--- config.mk ---
export PLATFORM = sky130hd
export DESIGN_NAME = pcs_control
export DESIGN_NICKNAME = d
export VERILOG_FILES = /design/src/pcs_pkg.sv /design/src/pcs_sync.sv /design/src/pcs_control.sv
export VERILOG_INCLUDE_DIRS = /design/src
export SDC_FILE = /design/constraint.sdc
export NUM_CORES = 1
export LEC_CHECK = 0
export BUFFER_PORTS_ARGS = -buffer_cell sky130_fd_sc_hd__buf_2
export CORE_MARGIN = 1.5
export CORE_UTILIZATION = 53
export CTS_CLUSTER_DIAMETER = 200
export DETAILED_ROUTE_END_ITERATION = 12
export PLACE_DENSITY = 0.83
export SLEW_MARGIN = 5
export SYNTH_ARGS = -nofsm -noshare
export SYNTH_HDL_FRONTEND = slang
export SYNTH_SLANG_ARGS = --single-unit
--- constraint.sdc ---
create_clock -name clk_in -period 2.8 [get_ports clk_in]
set_clock_uncertainty 0.1 [all_clocks]
set_input_delay 0.42 -clock clk_in [delete_from_list [all_inputs] [get_ports clk_in]]
set_output_delay 0.42 -clock clk_in [all_outputs]
set_load 0.1 [all_outputs]
--- src/pcs_cfg.svh ---
`ifndef PCS_CFG_SVH
`define PCS_CFG_SVH

// System clock and the trimmed slow timebase derived from it
`define PCS_CLK_HZ          40000000
`define PCS_SLOW_HZ         32768
`define PCS_DIV_CYC         (`PCS_CLK_HZ / `PCS_SLOW_HZ)
`define PCS_DIV_W           11

// Start-up timing in microseconds and in trimmed slow ticks (rounded up)
`define PCS_RST_DLY_US      2000
`define PCS_RST_DLY_TICKS   ((`PCS_RST_DLY_US * `PCS_SLOW_HZ + 999999) / 1000000)
`define PCS_SEQ_STEP_US     30
`define PCS_SEQ_STEP_TICKS  ((`PCS_SEQ_STEP_US * `PCS_SLOW_HZ + 999999) / 1000000)
`define PCS_TCNT_W          7

// Debounce length in untrimmed slow ticks
`define PCS_DEB_TICKS       2
`define PCS_DEB_W           3

// Regulator slots and fault inputs
`define PCS_N_SLOTS         5
`define PCS_SLOT_W          3
`define PCS_N_FAULTS        4

// Synchroniser bit positions
`define PCS_SYNC_W          9
`define PCS_SY_PWR          0
`define PCS_SY_VIN          1
`define PCS_SY_UCLK         2
`define PCS_SY_VSEL         3
`define PCS_SY_IOV          4
`define PCS_SY_FLT          5

// Interrupt status / mask layout
`define PCS_IRQ_W           6
`define PCS_IRQ_POWER_ON_REQUEST       0
`define PCS_IRQ_LOWIN       1
`define PCS_IRQ_FLT         2
`define PCS_MASK_RST        6'h00

// Register offsets
`define PCS_ADDR_W          8
`define PCS_OFF_STATUS      8'h00
`define PCS_OFF_MASK        8'h04
`define PCS_OFF_SENSE       8'h08
`define PCS_OFF_MODE        8'h0c

// Sense register bits
`define PCS_SNS_POWER_ON_REQUEST       0
`define PCS_SNS_VIN         1
`define PCS_SNS_LOWRNG      2
`define PCS_SNS_IOV         3

`endif

--- src/pcs_pkg.sv ---
`include "pcs_cfg.svh"

package pcs_pkg;

   // Power mode, one-hot
   typedef enum logic [3:0] {
      pcs_st_off      = 4'b0001,
      pcs_st_seq      = 4'b0010,
      pcs_st_rst_wait = 4'b0100,
      pcs_st_on       = 4'b1000
   } pcs_mode_t;

   // Register port request
   typedef struct packed {
      logic [`PCS_ADDR_W-1:0] addr;
      logic [31:0]            wdata;
      logic                   wr;
      logic                   rd;
   } pcs_bus_req_t;

   // Debounced level with its stability counter
   typedef struct packed {
      logic                  level;
      logic [`PCS_DEB_W-1:0] cnt;
   } pcs_deb_t;

   // Two-stage synchroniser state
   typedef struct packed {
      logic [`PCS_SYNC_W-1:0] meta;
      logic [`PCS_SYNC_W-1:0] stab;
   } pcs_sync_t;

   // Whole state of the control block
   typedef struct packed {
      pcs_mode_t                 mode;
      logic [`PCS_DIV_W-1:0]     div_cnt;
      logic [`PCS_TCNT_W-1:0]    tick_cnt;
      logic [`PCS_SLOT_W-1:0]    slot;
      logic [`PCS_N_SLOTS-1:0]   reg_en;
      logic                      uclk_prev;
      pcs_deb_t                  pwr;
      pcs_deb_t                  vin;
      logic [`PCS_N_FAULTS-1:0]  flt_prev;
      logic [`PCS_IRQ_W-1:0]     status;
      logic [`PCS_IRQ_W-1:0]     mask;
      logic                      irq_oe;
      logic                      rst_oe;
      logic                      low_range;
      logic [31:0]               rdata;
   } pcs_state_t;

endpackage

--- src/pcs_sync.sv ---
`timescale 1ns/1ps
`include "pcs_cfg.svh"

// Two flip-flop synchroniser for all asynchronous pins
module pcs_sync
   import pcs_pkg::*;
(
   input  wire logic                   clk_in,
   input  wire logic                   reset_in,
   input  wire logic [`PCS_SYNC_W-1:0] async_in,
   output logic      [`PCS_SYNC_W-1:0] sync_out
);

   pcs_sync_t sy_q;
   pcs_sync_t sy_d;

   // First stage feeds only the second stage
   always_comb begin
      sy_d.meta = async_in;
      sy_d.stab = sy_q.meta;
   end

   // Both stages clear under reset
   always_ff @(posedge clk_in) begin
      if (reset_in) begin
         sy_q <= '0;
      end else begin
         sy_q <= sy_d;
      end
   end

   assign sync_out = sy_q.stab;

endmodule

--- src/pcs_control.sv ---
// The implementer's own choices: the placing of the registers and the strobed register port.
`timescale 1ns/1ps
`include "pcs_cfg.svh"

module pcs_control
   import pcs_pkg::*;
(
   input  wire logic                     clk_in,
   input  wire logic                     reset_in,
   input  wire pcs_bus_req_t             bus_req_in,
   output logic      [31:0]              bus_rdata_out,
   input  wire logic                     power_on_request_in,
   input  wire logic                     vin_above_threshold_in,
   input  wire logic                     slow_clk_untrimmed_in,
   input  wire logic                     card_voltage_select_in,
   input  wire logic                     io_supply_valid_in,
   input  wire logic [`PCS_N_FAULTS-1:0] fault_in,
   output logic      [`PCS_N_SLOTS-1:0]  regulator_enable_out,
   output logic                          card_supply_low_range_out,
   output logic                          processor_reset_d_out,
   output logic                          processor_reset_oe_out,
   output logic                          fault_interrupt_n_d_out,
   output logic                          fault_interrupt_n_oe_out,
   output logic                          irq_out
);

   pcs_state_t             st_q;
   pcs_state_t             st_d;
   logic [`PCS_SYNC_W-1:0] pins_async;
   logic [`PCS_SYNC_W-1:0] pins;
   logic                   ttick;
   logic                   utick;
   logic                   turn_on;
   logic                   turn_off;
   logic                   pwr_rise;
   logic                   vin_fall;
   logic                   vsel_eff;
   logic [`PCS_N_FAULTS-1:0] flt_now;
   logic [`PCS_IRQ_W-1:0]  irq_set;
   logic [`PCS_IRQ_W-1:0]  irq_clr;

   // One debounce step: level flips after a stable run of untrimmed ticks
   function automatic pcs_deb_t deb_step(input pcs_deb_t cur, input logic raw,
                                         input logic tick);
      pcs_deb_t nxt;
      nxt = cur;
      if (raw == cur.level) begin
         nxt.cnt = '0;
      end else if (tick) begin
         if (cur.cnt == `PCS_DEB_W'(`PCS_DEB_TICKS - 1)) begin
            nxt.level = raw;
            nxt.cnt   = '0;
         end else begin
            nxt.cnt = cur.cnt + `PCS_DEB_W'(1);
         end
      end
      return nxt;
   endfunction

   // Pin gathering for the synchroniser
   assign pins_async = {fault_in, io_supply_valid_in, card_voltage_select_in,
                        slow_clk_untrimmed_in, vin_above_threshold_in,
                        power_on_request_in};

   pcs_sync u_sync (
      .clk_in   (clk_in),
      .reset_in (reset_in),
      .async_in (pins_async),
      .sync_out (pins)
   );

   // Next-state logic
   always_comb begin
      st_d = st_q;

      ttick = (st_q.div_cnt == `PCS_DIV_W'(`PCS_DIV_CYC - 1));
      st_d.div_cnt = ttick ? '0 : st_q.div_cnt + `PCS_DIV_W'(1);

      utick = pins[`PCS_SY_UCLK] & ~st_q.uclk_prev;
      st_d.uclk_prev = pins[`PCS_SY_UCLK];
      st_d.pwr = deb_step(st_q.pwr, pins[`PCS_SY_PWR], utick);
      st_d.vin = deb_step(st_q.vin, pins[`PCS_SY_VIN], utick);

      // Events from debounced levels
      pwr_rise = st_d.pwr.level & ~st_q.pwr.level;
      vin_fall = ~st_d.vin.level & st_q.vin.level;
      turn_on  = 1'b0;
      turn_off = ~st_q.pwr.level | ~st_q.vin.level;

      // Fault edges
      flt_now = pins[`PCS_SY_FLT +: `PCS_N_FAULTS];
      st_d.flt_prev = flt_now;

      // Power mode sequencer
      case (st_q.mode)
         pcs_st_off: begin
            st_d.reg_en   = '0;
            st_d.rst_oe   = 1'b1;
            st_d.tick_cnt = '0;
            if (st_q.pwr.level & st_q.vin.level) begin
               turn_on       = 1'b1;
               st_d.mode     = pcs_st_seq;
               st_d.reg_en   = `PCS_N_SLOTS'(1);
               st_d.slot     = `PCS_SLOT_W'(1);
            end
         end
         pcs_st_seq: begin
            if (turn_off) begin
               st_d.mode   = pcs_st_off;
               st_d.reg_en = '0;
            end else if (ttick) begin
               if (st_q.tick_cnt == `PCS_TCNT_W'(`PCS_SEQ_STEP_TICKS - 1)) begin
                  st_d.tick_cnt          = '0;
                  st_d.reg_en[st_q.slot] = 1'b1;
                  if (st_q.slot == `PCS_SLOT_W'(`PCS_N_SLOTS - 1)) begin
                     st_d.mode = pcs_st_rst_wait;
                  end else begin
                     st_d.slot = st_q.slot + `PCS_SLOT_W'(1);
                  end
               end else begin
                  st_d.tick_cnt = st_q.tick_cnt + `PCS_TCNT_W'(1);
               end
            end
         end
         pcs_st_rst_wait: begin
            if (turn_off) begin
               st_d.mode   = pcs_st_off;
               st_d.reg_en = '0;
            end else if (ttick) begin
               if (st_q.tick_cnt == `PCS_TCNT_W'(`PCS_RST_DLY_TICKS - 1)) begin
                  st_d.tick_cnt = '0;
                  st_d.rst_oe   = 1'b0;
                  st_d.mode     = pcs_st_on;
               end else begin
                  st_d.tick_cnt = st_q.tick_cnt + `PCS_TCNT_W'(1);
               end
            end
         end
         pcs_st_on: begin
            if (turn_off) begin
               st_d.mode   = pcs_st_off;
               st_d.reg_en = '0;
               st_d.rst_oe = 1'b1;
            end
         end
         default: begin
            st_d.mode   = pcs_st_off;
            st_d.reg_en = '0;
            st_d.rst_oe = 1'b1;
         end
      endcase

      // invalid I/O supply forces select high
      vsel_eff = pins[`PCS_SY_VSEL] | ~pins[`PCS_SY_IOV];
      st_d.low_range = vsel_eff;

      // Interrupt sources
      irq_set = '0;
      irq_set[`PCS_IRQ_POWER_ON_REQUEST] = turn_on | (pwr_rise & st_d.vin.level);
      irq_set[`PCS_IRQ_LOWIN] = vin_fall;
      irq_set[`PCS_IRQ_FLT +: `PCS_N_FAULTS] = flt_now & ~st_q.flt_prev;

      // Register writes and clearing reads
      irq_clr    = '0;
      st_d.rdata = '0;
      if (bus_req_in.wr) begin
         if (bus_req_in.addr == `PCS_OFF_STATUS) begin
            irq_clr = bus_req_in.wdata[`PCS_IRQ_W-1:0];
         end else if (bus_req_in.addr == `PCS_OFF_MASK) begin
            st_d.mask = bus_req_in.wdata[`PCS_IRQ_W-1:0];
         end
      end else if (bus_req_in.rd) begin
         if (bus_req_in.addr == `PCS_OFF_STATUS) begin
            st_d.rdata[`PCS_IRQ_W-1:0] = st_q.status;
            irq_clr = st_q.status;
         end else if (bus_req_in.addr == `PCS_OFF_MASK) begin
            st_d.rdata[`PCS_IRQ_W-1:0] = st_q.mask;
         end else if (bus_req_in.addr == `PCS_OFF_SENSE) begin
            st_d.rdata[`PCS_SNS_POWER_ON_REQUEST]  = st_q.pwr.level;
            st_d.rdata[`PCS_SNS_VIN]    = st_q.vin.level;
            st_d.rdata[`PCS_SNS_LOWRNG] = st_q.low_range;
            st_d.rdata[`PCS_SNS_IOV]    = pins[`PCS_SY_IOV];
         end else if (bus_req_in.addr == `PCS_OFF_MODE) begin
            st_d.rdata[3:0] = st_q.mode;
            st_d.rdata[8:4] = st_q.reg_en;
         end
      end

      // sticky bits, a new event beats the clear
      st_d.status = (st_q.status & ~irq_clr) | irq_set;

      // pull low on any unmasked pending bit
      st_d.irq_oe = |(st_d.status & ~st_d.mask);
   end

   // State register
   always_ff @(posedge clk_in) begin
      if (reset_in) begin
         st_q           <= '0;
         st_q.mode      <= pcs_st_off;
         st_q.rst_oe    <= 1'b1;
         st_q.low_range <= 1'b1;
         st_q.mask      <= `PCS_MASK_RST;
      end else begin
         st_q <= st_d;
      end
   end

   // reset and interrupt pins open-drain, low level only, enable drives; other outputs driven directly
   assign processor_reset_d_out    = 1'b0;
   assign processor_reset_oe_out   = st_q.rst_oe;
   assign fault_interrupt_n_d_out  = 1'b0;
   assign fault_interrupt_n_oe_out = st_q.irq_oe;
   assign irq_out                  = st_q.irq_oe;
   assign regulator_enable_out     = st_q.reg_en;
   assign card_supply_low_range_out = st_q.low_range;
   assign bus_rdata_out            = st_q.rdata;

endmodule

Word-level counts from Yosys, hierarchy flattened
Cells that the tools add are included.

Latch bits: 0. Output and inout bits: 43. RAM bits: 0. Bits in read-only memories: 0. Input port bits: 53. Memories: 0. Word-level logic and storage cells: 151. Register bits after elaboration: 108.

Magnitude comparators: 2. Bitwise gates (word level): 24. Muxes and demuxes: 53. Div/mod/pow operators: 0. Shift-type cells: 0. $mul: 0. $add $sub $neg: 5. Reductions and logical operators: 17. Equality and inequality tests: 29.

Operator list (number): $mux 6 (9); $mux 4 (12); $mux 7 (4); $pmux 7 s3 (1); $ne 2x2->1 const B (9); $eq 8x4->1 const B (2); $mux 8 (2); $pmux 4 s4 (1); $mux 15 (1); $mux 5 (3); $ne 3x3->1 const B (5); $pmux 5 s3 (1); $and 6x6->6 (2); $not 6->6 (2); $add 11x1->11 const B (1); $eq 11x11->1 const B (1); $mux 1 (11); $mux 10 (1); $reduce_and 5->1 (2); $add 3x1->3 const B (3); $mux 3 (3); $mux 9 (1); $eq 8x3->1 const B (1); $logic_not 8->1 (1); 33 further kinds (51).

Longest topological paths before layout
Word-level depth: 10. Depth in mapped cells: 7. Mapped depth without buffers: 7.

Cells and area by module
A second synthesis with hierarchy kept.

Cells, all modules: 437. Area total of the unflattened synthesis: 3882.5 sq um.

By module, submodules not included: pcs_control (area each 3393.3 sq um, instances 1, cells an instance 400, seq. area each 1341.3 sq um); pcs_sync (area each 489.2 sq um, instances 1, cells an instance 37, seq. area each 360.3 sq um).

Worst setup path before layout
No wires, ideal clock.

Path kind: input to register. Start point: in bus_req_in[39] (netlist name). End point: reg st_q (netlist bit fault_interrupt_n_oe_out). Data arrival time: 2.350 ns. Cell stages on the path: 7. Slack: 0.217 ns. Buffers on the path: 2. Required time: 2.567 ns. Setup time: 0.133 ns. Path through: or4_1 > clkbuf_1 > or4_1 > clkbuf_1 > mux2i_1 > a222oi_1 > a31oi_1.

Longest elaborated chain between the ends: 9. Elaborated cells on any way between the ends: 15. Those cells by class: eq/ne (1); mux (7); bitwise (5); reduce/logical (2).

Ends and longest elaborated chain: start: declaration (RTL line pcs_control.sv:10) `input wire pcs_bus_req_t bus_req_in,`; $logic_not 8->1 (no source line); $mux 6 (RTL line pcs_control.sv:173) `` if (bus_req_in.addr == `PCS_OFF_STATUS) begin ``; $mux 6 (RTL line pcs_control.sv:172) `end else if (bus_req_in.rd) begin`; $mux 6 (RTL line pcs_control.sv:166) `if (bus_req_in.wr) begin`; $not 6->6 (RTL line pcs_control.sv:190) `st_d.status = (st_q.status & ~irq_clr) | irq_set;`; $and 6x6->6 (RTL line pcs_control.sv:190); $or 6x6->6 (RTL line pcs_control.sv:190); $and 6x6->6 * (RTL line pcs_control.sv:193) `st_d.irq_oe = |(st_d.status & ~st_d.mask);`; $reduce_or 6->1 * (RTL line pcs_control.sv:193); end signal: assignment (RTL line pcs_control.sv:205) `st_q <= st_d;`; end: declaration (RTL line pcs_control.sv:27) `pcs_state_t st_q;`.

Mark *: on every way between the ends. The rest lies on a longest branch, timed or not. A chain may end at the register's enable or synchronous reset.

Final worst setup path
Start point: reg st_q[80] (netlist name). End point: reg st_q[89] (netlist name).

Longest elaborated chain between the ends: 3. Elaborated cells on any way between the ends: 4. Those cells by class: eq/ne (3); reduce/logical (1).

Ends and longest elaborated chain: $eq 11x11->1 * (RTL line pcs_control.sv:76) `` ttick = (st_q.div_cnt == `PCS_DIV_W'(`PCS_DIV_CYC - 1)); ``; $ne 3x3->1 (no source line); $reduce_and 7->1 (no source line) *.

Marked as above.

==> metrics.json <==
{
  "max-clock-path-buffers": {"value": 2},
  "power.internal": {"value": 1703, "unit": "uW"},
  "row_count": {"value": 31},
  "top_level_ports": {"value": 96},
  "synth_area": {"value": 0.003926, "unit": "mm2"},
  "synth_sequential_area_ratio": {"value": 43.34, "unit": "%"},
  "pwr_density_cell": {"value": 564.5, "unit": "mW/mm2"},
  "num_vias": {"value": 3024},
  "power_switching": {"value": 697.6, "unit": "uW"},
  "worst_setup_path_start_kind": {"value": "flip-flop"},
  "worstHoldPathCells": {"value": 2},
  "synth-edff-count": {"value": 0},
  "detail_route.drc_violations": {"value": 0},
  "slowest_delay": {"value": 0.56, "unit": "ns"},
  "layout_common_cells": {"value": "sky130_fd_sc_hd__dfxtp_1, sky130_fd_sc_hd__buf_2, sky130_fd_sc_hd__nor2_1, sky130_fd_sc_hd__nor2b_1, sky130_fd_sc_hd__conb_1"},
  "clkLatencyLatePin": {"value": 0.36, "unit": "ns"},
  "slew_headroom": {"value": 60.39, "unit": "%"},
  "hpwl": {"value": 5324, "unit": "um"},
  "cpMaxStageDelayCell": {"value": "sky130_fd_sc_hd__or4_1"},
  "final-instance-count-excl-fill": {"value": 568},
  "fmax": {"value": 0.3942, "unit": "GHz"},
  "antenna-diode-count": {"value": 0},
  "vias_in_the_first_global_route": {"value": 2754},
  "chipHeight": {"value": 89.07, "unit": "um"},
  "floorplan.die.width": {"value": 89.07, "unit": "um"},
  "routed_wire_length_per_instance": {"value": 12.88, "unit": "um"},
  "post-route-min-period": {"value": 2.537, "unit": "ns"},
  "post_route_cells_drive_above_1_share": {"value": 15.99, "unit": "%"},
  "initial_core_util": {"value": 54.42, "unit": "%"},
  "seqPwrFrac": {"value": 51.7, "unit": "%"},
  "timing.critical_path.depth": {"value": 5},
  "critical_path.max_fanout": {"value": 6},
  "synth.ff_latch_count": {"value": 85},
  "fin_crit_sh": {"value": 90.61, "unit": "%"},
  "fillers": {"value": 651},
  "rr_worst_depth": {"value": 5},
  "timing_worst_slew_pin_value": {"value": 0.5887, "unit": "ns"},
  "cts_tree": {"value": "built"},
  "synthesis.area_per_instance": {"value": 9.005, "unit": "um2"},
  "kind_of_end_point_of_the_critical_path": {"value": "flip-flop"},
  "status": {"value": "complete, no violations"},
  "ir_worst_vdd": {"value": 0.0003969, "unit": "V"},
  "globalRouteOverflowTotal": {"value": 0},
  "summed_area_of_non_filler_cells_in_the_final_layout": {"value": 0.004253, "unit": "mm2"},
  "std_cell_core_area": {"value": 0.007214, "unit": "mm2"},
  "post_detailed_routing_wire_length": {"value": 7314, "unit": "um"},
  "cts.clk_slew.worst_paths": {"value": 0.09, "unit": "ns"},
  "die_area": {"value": 0.007933, "unit": "mm2"},
  "postSynthCellCount": {"value": 436},
  "synth_flop_cell": {"value": "sky130_fd_sc_hd__dfxtp_1"},
  "crit_family": {"value": "simple AND/OR/NAND/NOR gates"},
  "cts.htree.levels": {"value": 3},
  "grt_first_pass_wirelength": {"value": 12330, "unit": "um"},
  "crit_type": {"value": "flip-flop to flip-flop"},
  "postRouteAntennaNets": {"value": 0},
  "clock-root-buffer": {"value": "sky130_fd_sc_hd__clkbuf_8"},
  "path_cells": {"value": "or4_1 -> or4_1 -> o21a_1 -> or4b_1 -> a21oi_1"},
  "port-buffer-count": {"value": 44},
  "tritoncts.num_buffers": {"value": 9},
  "number_of_antenna_violations_at_the_first_check_in_global_routing": {"value": 0},
  "hold_class": {"value": "input pin to flip-flop"},
  "sink_count": {"value": 85},
  "yosysUniqueCellTypes": {"value": 51},
  "nNetsFinal": {"value": 523},
  "postCtsSetupRepairBufs": {"value": 0},
  "initialDrtViolationCount": {"value": 171},
  "postLayoutCoreUtil": {"value": 58.95, "unit": "%"},
  "combinationalPowerShare": {"value": 11.3, "unit": "%"},
  "static-leakage-power": {"value": 0.001641, "unit": "uW"},
  "crit_path_frequent_cell": {"value": "sky130_fd_sc_hd__or4_1"},
  "layout.cells.most_common": {"value": "sky130_fd_sc_hd__dfxtp_1"},
  "final-hold-violation-count": {"value": 0},
  "switching_share": {"value": 29.06, "unit": "%"},
  "synthToLayoutAreaGrowth": {"value": 8.317, "unit": "%"},
  "pwr-share-clk": {"value": 37.0, "unit": "%"},
  "rsz0062_at_grt": {"value": "no"},
  "postSynth.asyncResetShare": {"value": 0, "unit": "%"},
  "ctsHoldBuffers": {"value": 0},
  "grt_max_degree": {"value": 31},
  "via_per_inst": {"value": 5.324},
  "final-setup-viol-count": {"value": 0},
  "place_congestion": {"value": 0.8908},
  "worst_ep_arrival_time": {"value": 2.73, "unit": "ns"},
  "ys_warn_count": {"value": 0},
  "critPathBufInv": {"value": 0},
  "global_route.usage.total": {"value": 20.00, "unit": "%"},
  "placed_cell_area": {"value": 0.004048, "unit": "mm2"},
  "numPlacedInstances": {"value": 552},
  "cts.repair.resized": {"value": 0},
  "maxCapViolCount": {"value": 0},
  "number_of_detailed_routing_iterations_run_before_antenna_repair": {"value": 4},
  "final_slew_viol_count": {"value": 0},
  "timing.critical_path.required": {"value": 2.99, "unit": "ns"},
  "finalSetupTns": {"value": 0, "unit": "ns"}
}
## area by class of cell
| type | count | area (um2) | area share, % |
|---|---|---|---|
| clock buffer | 9 | 123.9 | 2.913 |
| clock inverter | 7 | 81.33 | 1.912 |
| inverter | 20 | 75.07 | 1.765 |
| multi-input combinational | 296 | 1867 | 43.90 |
| sequential | 85 | 1702 | 40.01 |
| tap | 99 | 123.9 | 2.913 |
| timing repair buffer | 52 | 280.3 | 6.590 |
## Yosys cell counts, types with 5 or more instances
library cell / count / share of area [%]
sky130_fd_sc_hd__dfxtp_1: 85 / 43
sky130_fd_sc_hd__nor2_1: 42 / 4.0
sky130_fd_sc_hd__buf_4: 40 / 7.6
sky130_fd_sc_hd__nor2b_1: 30 / 4.8
sky130_fd_sc_hd__inv_1: 20 / 1.9
sky130_fd_sc_hd__nand2_1: 19 / 1.8
sky130_fd_sc_hd__clkbuf_1: 18 / 1.7
sky130_fd_sc_hd__a21oi_1: 17 / 2.2
sky130_fd_sc_hd__o21ai_0: 13 / 1.7
sky130_fd_sc_hd__or3_1: 12 / 1.9
sky130_fd_sc_hd__mux2i_1: 10 / 2.5
sky130_fd_sc_hd__nand3_1: 10 / 1.3
sky130_fd_sc_hd__or4_1: 10 / 1.9
sky130_fd_sc_hd__nand2b_1: 9 / 1.4
sky130_fd_sc_hd__o31ai_1: 8 / 1.5
sky130_fd_sc_hd__xnor2_1: 8 / 1.8
sky130_fd_sc_hd__xor2_1: 7 / 1.6
sky130_fd_sc_hd__a31oi_1: 6 / 0.96
sky130_fd_sc_hd__ha_1: 6 / 1.9
sky130_fd_sc_hd__a211oi_1: 5 / 0.96
## worst paths after layout
| check | from | to | slack (ns) |
|---|---|---|---|
| worst min-delay path | power_on_request_in | u_sync.sy_d[0]$_SDFF_PP0_ | 0.17 |
| worst max register to register | st_q[80]$_SDFF_PP0_ | st_q[89]$_SDFFE_PP0P_ | 0.26 |
| worst min register to register | u_sync.sync_out[4]$_SDFF_PP0_ | card_supply_low_range_out$_SDFF_PP1_ | 0.30 |
| worst max-delay path | st_q[80]$_SDFF_PP0_ | st_q[89]$_SDFFE_PP0P_ | 0.26 |
## state kept, by name, summed over array words and instances (netlist names)
register,flops
bus_rdata_out,9
card_supply_low_range_out,1
u_sync.sync_out,9
processor_reset_oe_out,1
fault_interrupt_n_oe_out,1
regulator_enable_out,5
u_sync.sy_d,9
st_q,50
## power groups by stage
stage                     logic [uW]  registers, uW  clock network, uW
final                            271           1240                888
after global placement           268           1270                  0
after floorplan                  250           1280                  0
after CTS                        271           1240                908
after global routing             288           1250                958
after detailed placement         270           1270                  0
## through the flow
step / worst slack (ns) / hold slack (ns) / power (uW)
floorplan: 0.2175 / 0.2547 / 1532
global placement: 0.1554 / 0.2838 / 1537
detailed placement: 0.1632 / 0.2819 / 1541
CTS: 0.2715 / 0.1481 / 2421
global route: 0.1462 / 0.1527 / 2491
finish: 0.2629 / 0.1667 / 2401
## worst reg2reg max path, delay by kind of cell (launching register included)
kind | cells | cell delay, ns
compound gates | 2 | 0.41
flops | 1 | 0.36
simple gates | 3 | 1.61
## cells by family after synthesis
group           synth area share [%]
compound gates                 13.16
xor+xnor                       3.346
fa+ha+maj                      1.912
buf+inv                        11.41
flops                          43.34
mux                            4.844
other cells                  0.09551
simple gates                   21.89
## layer usage
layer  vias to the layer above  GRT usage (%)  wire length, um
li1                       1503              -                -
met5                         -              0                0
met4                         0          7.692               48
met1                      1417          24.97             3353
met3                         5          4.801              398
met2                        99          33.61             3513
Power figures use the tool's default switching activity.
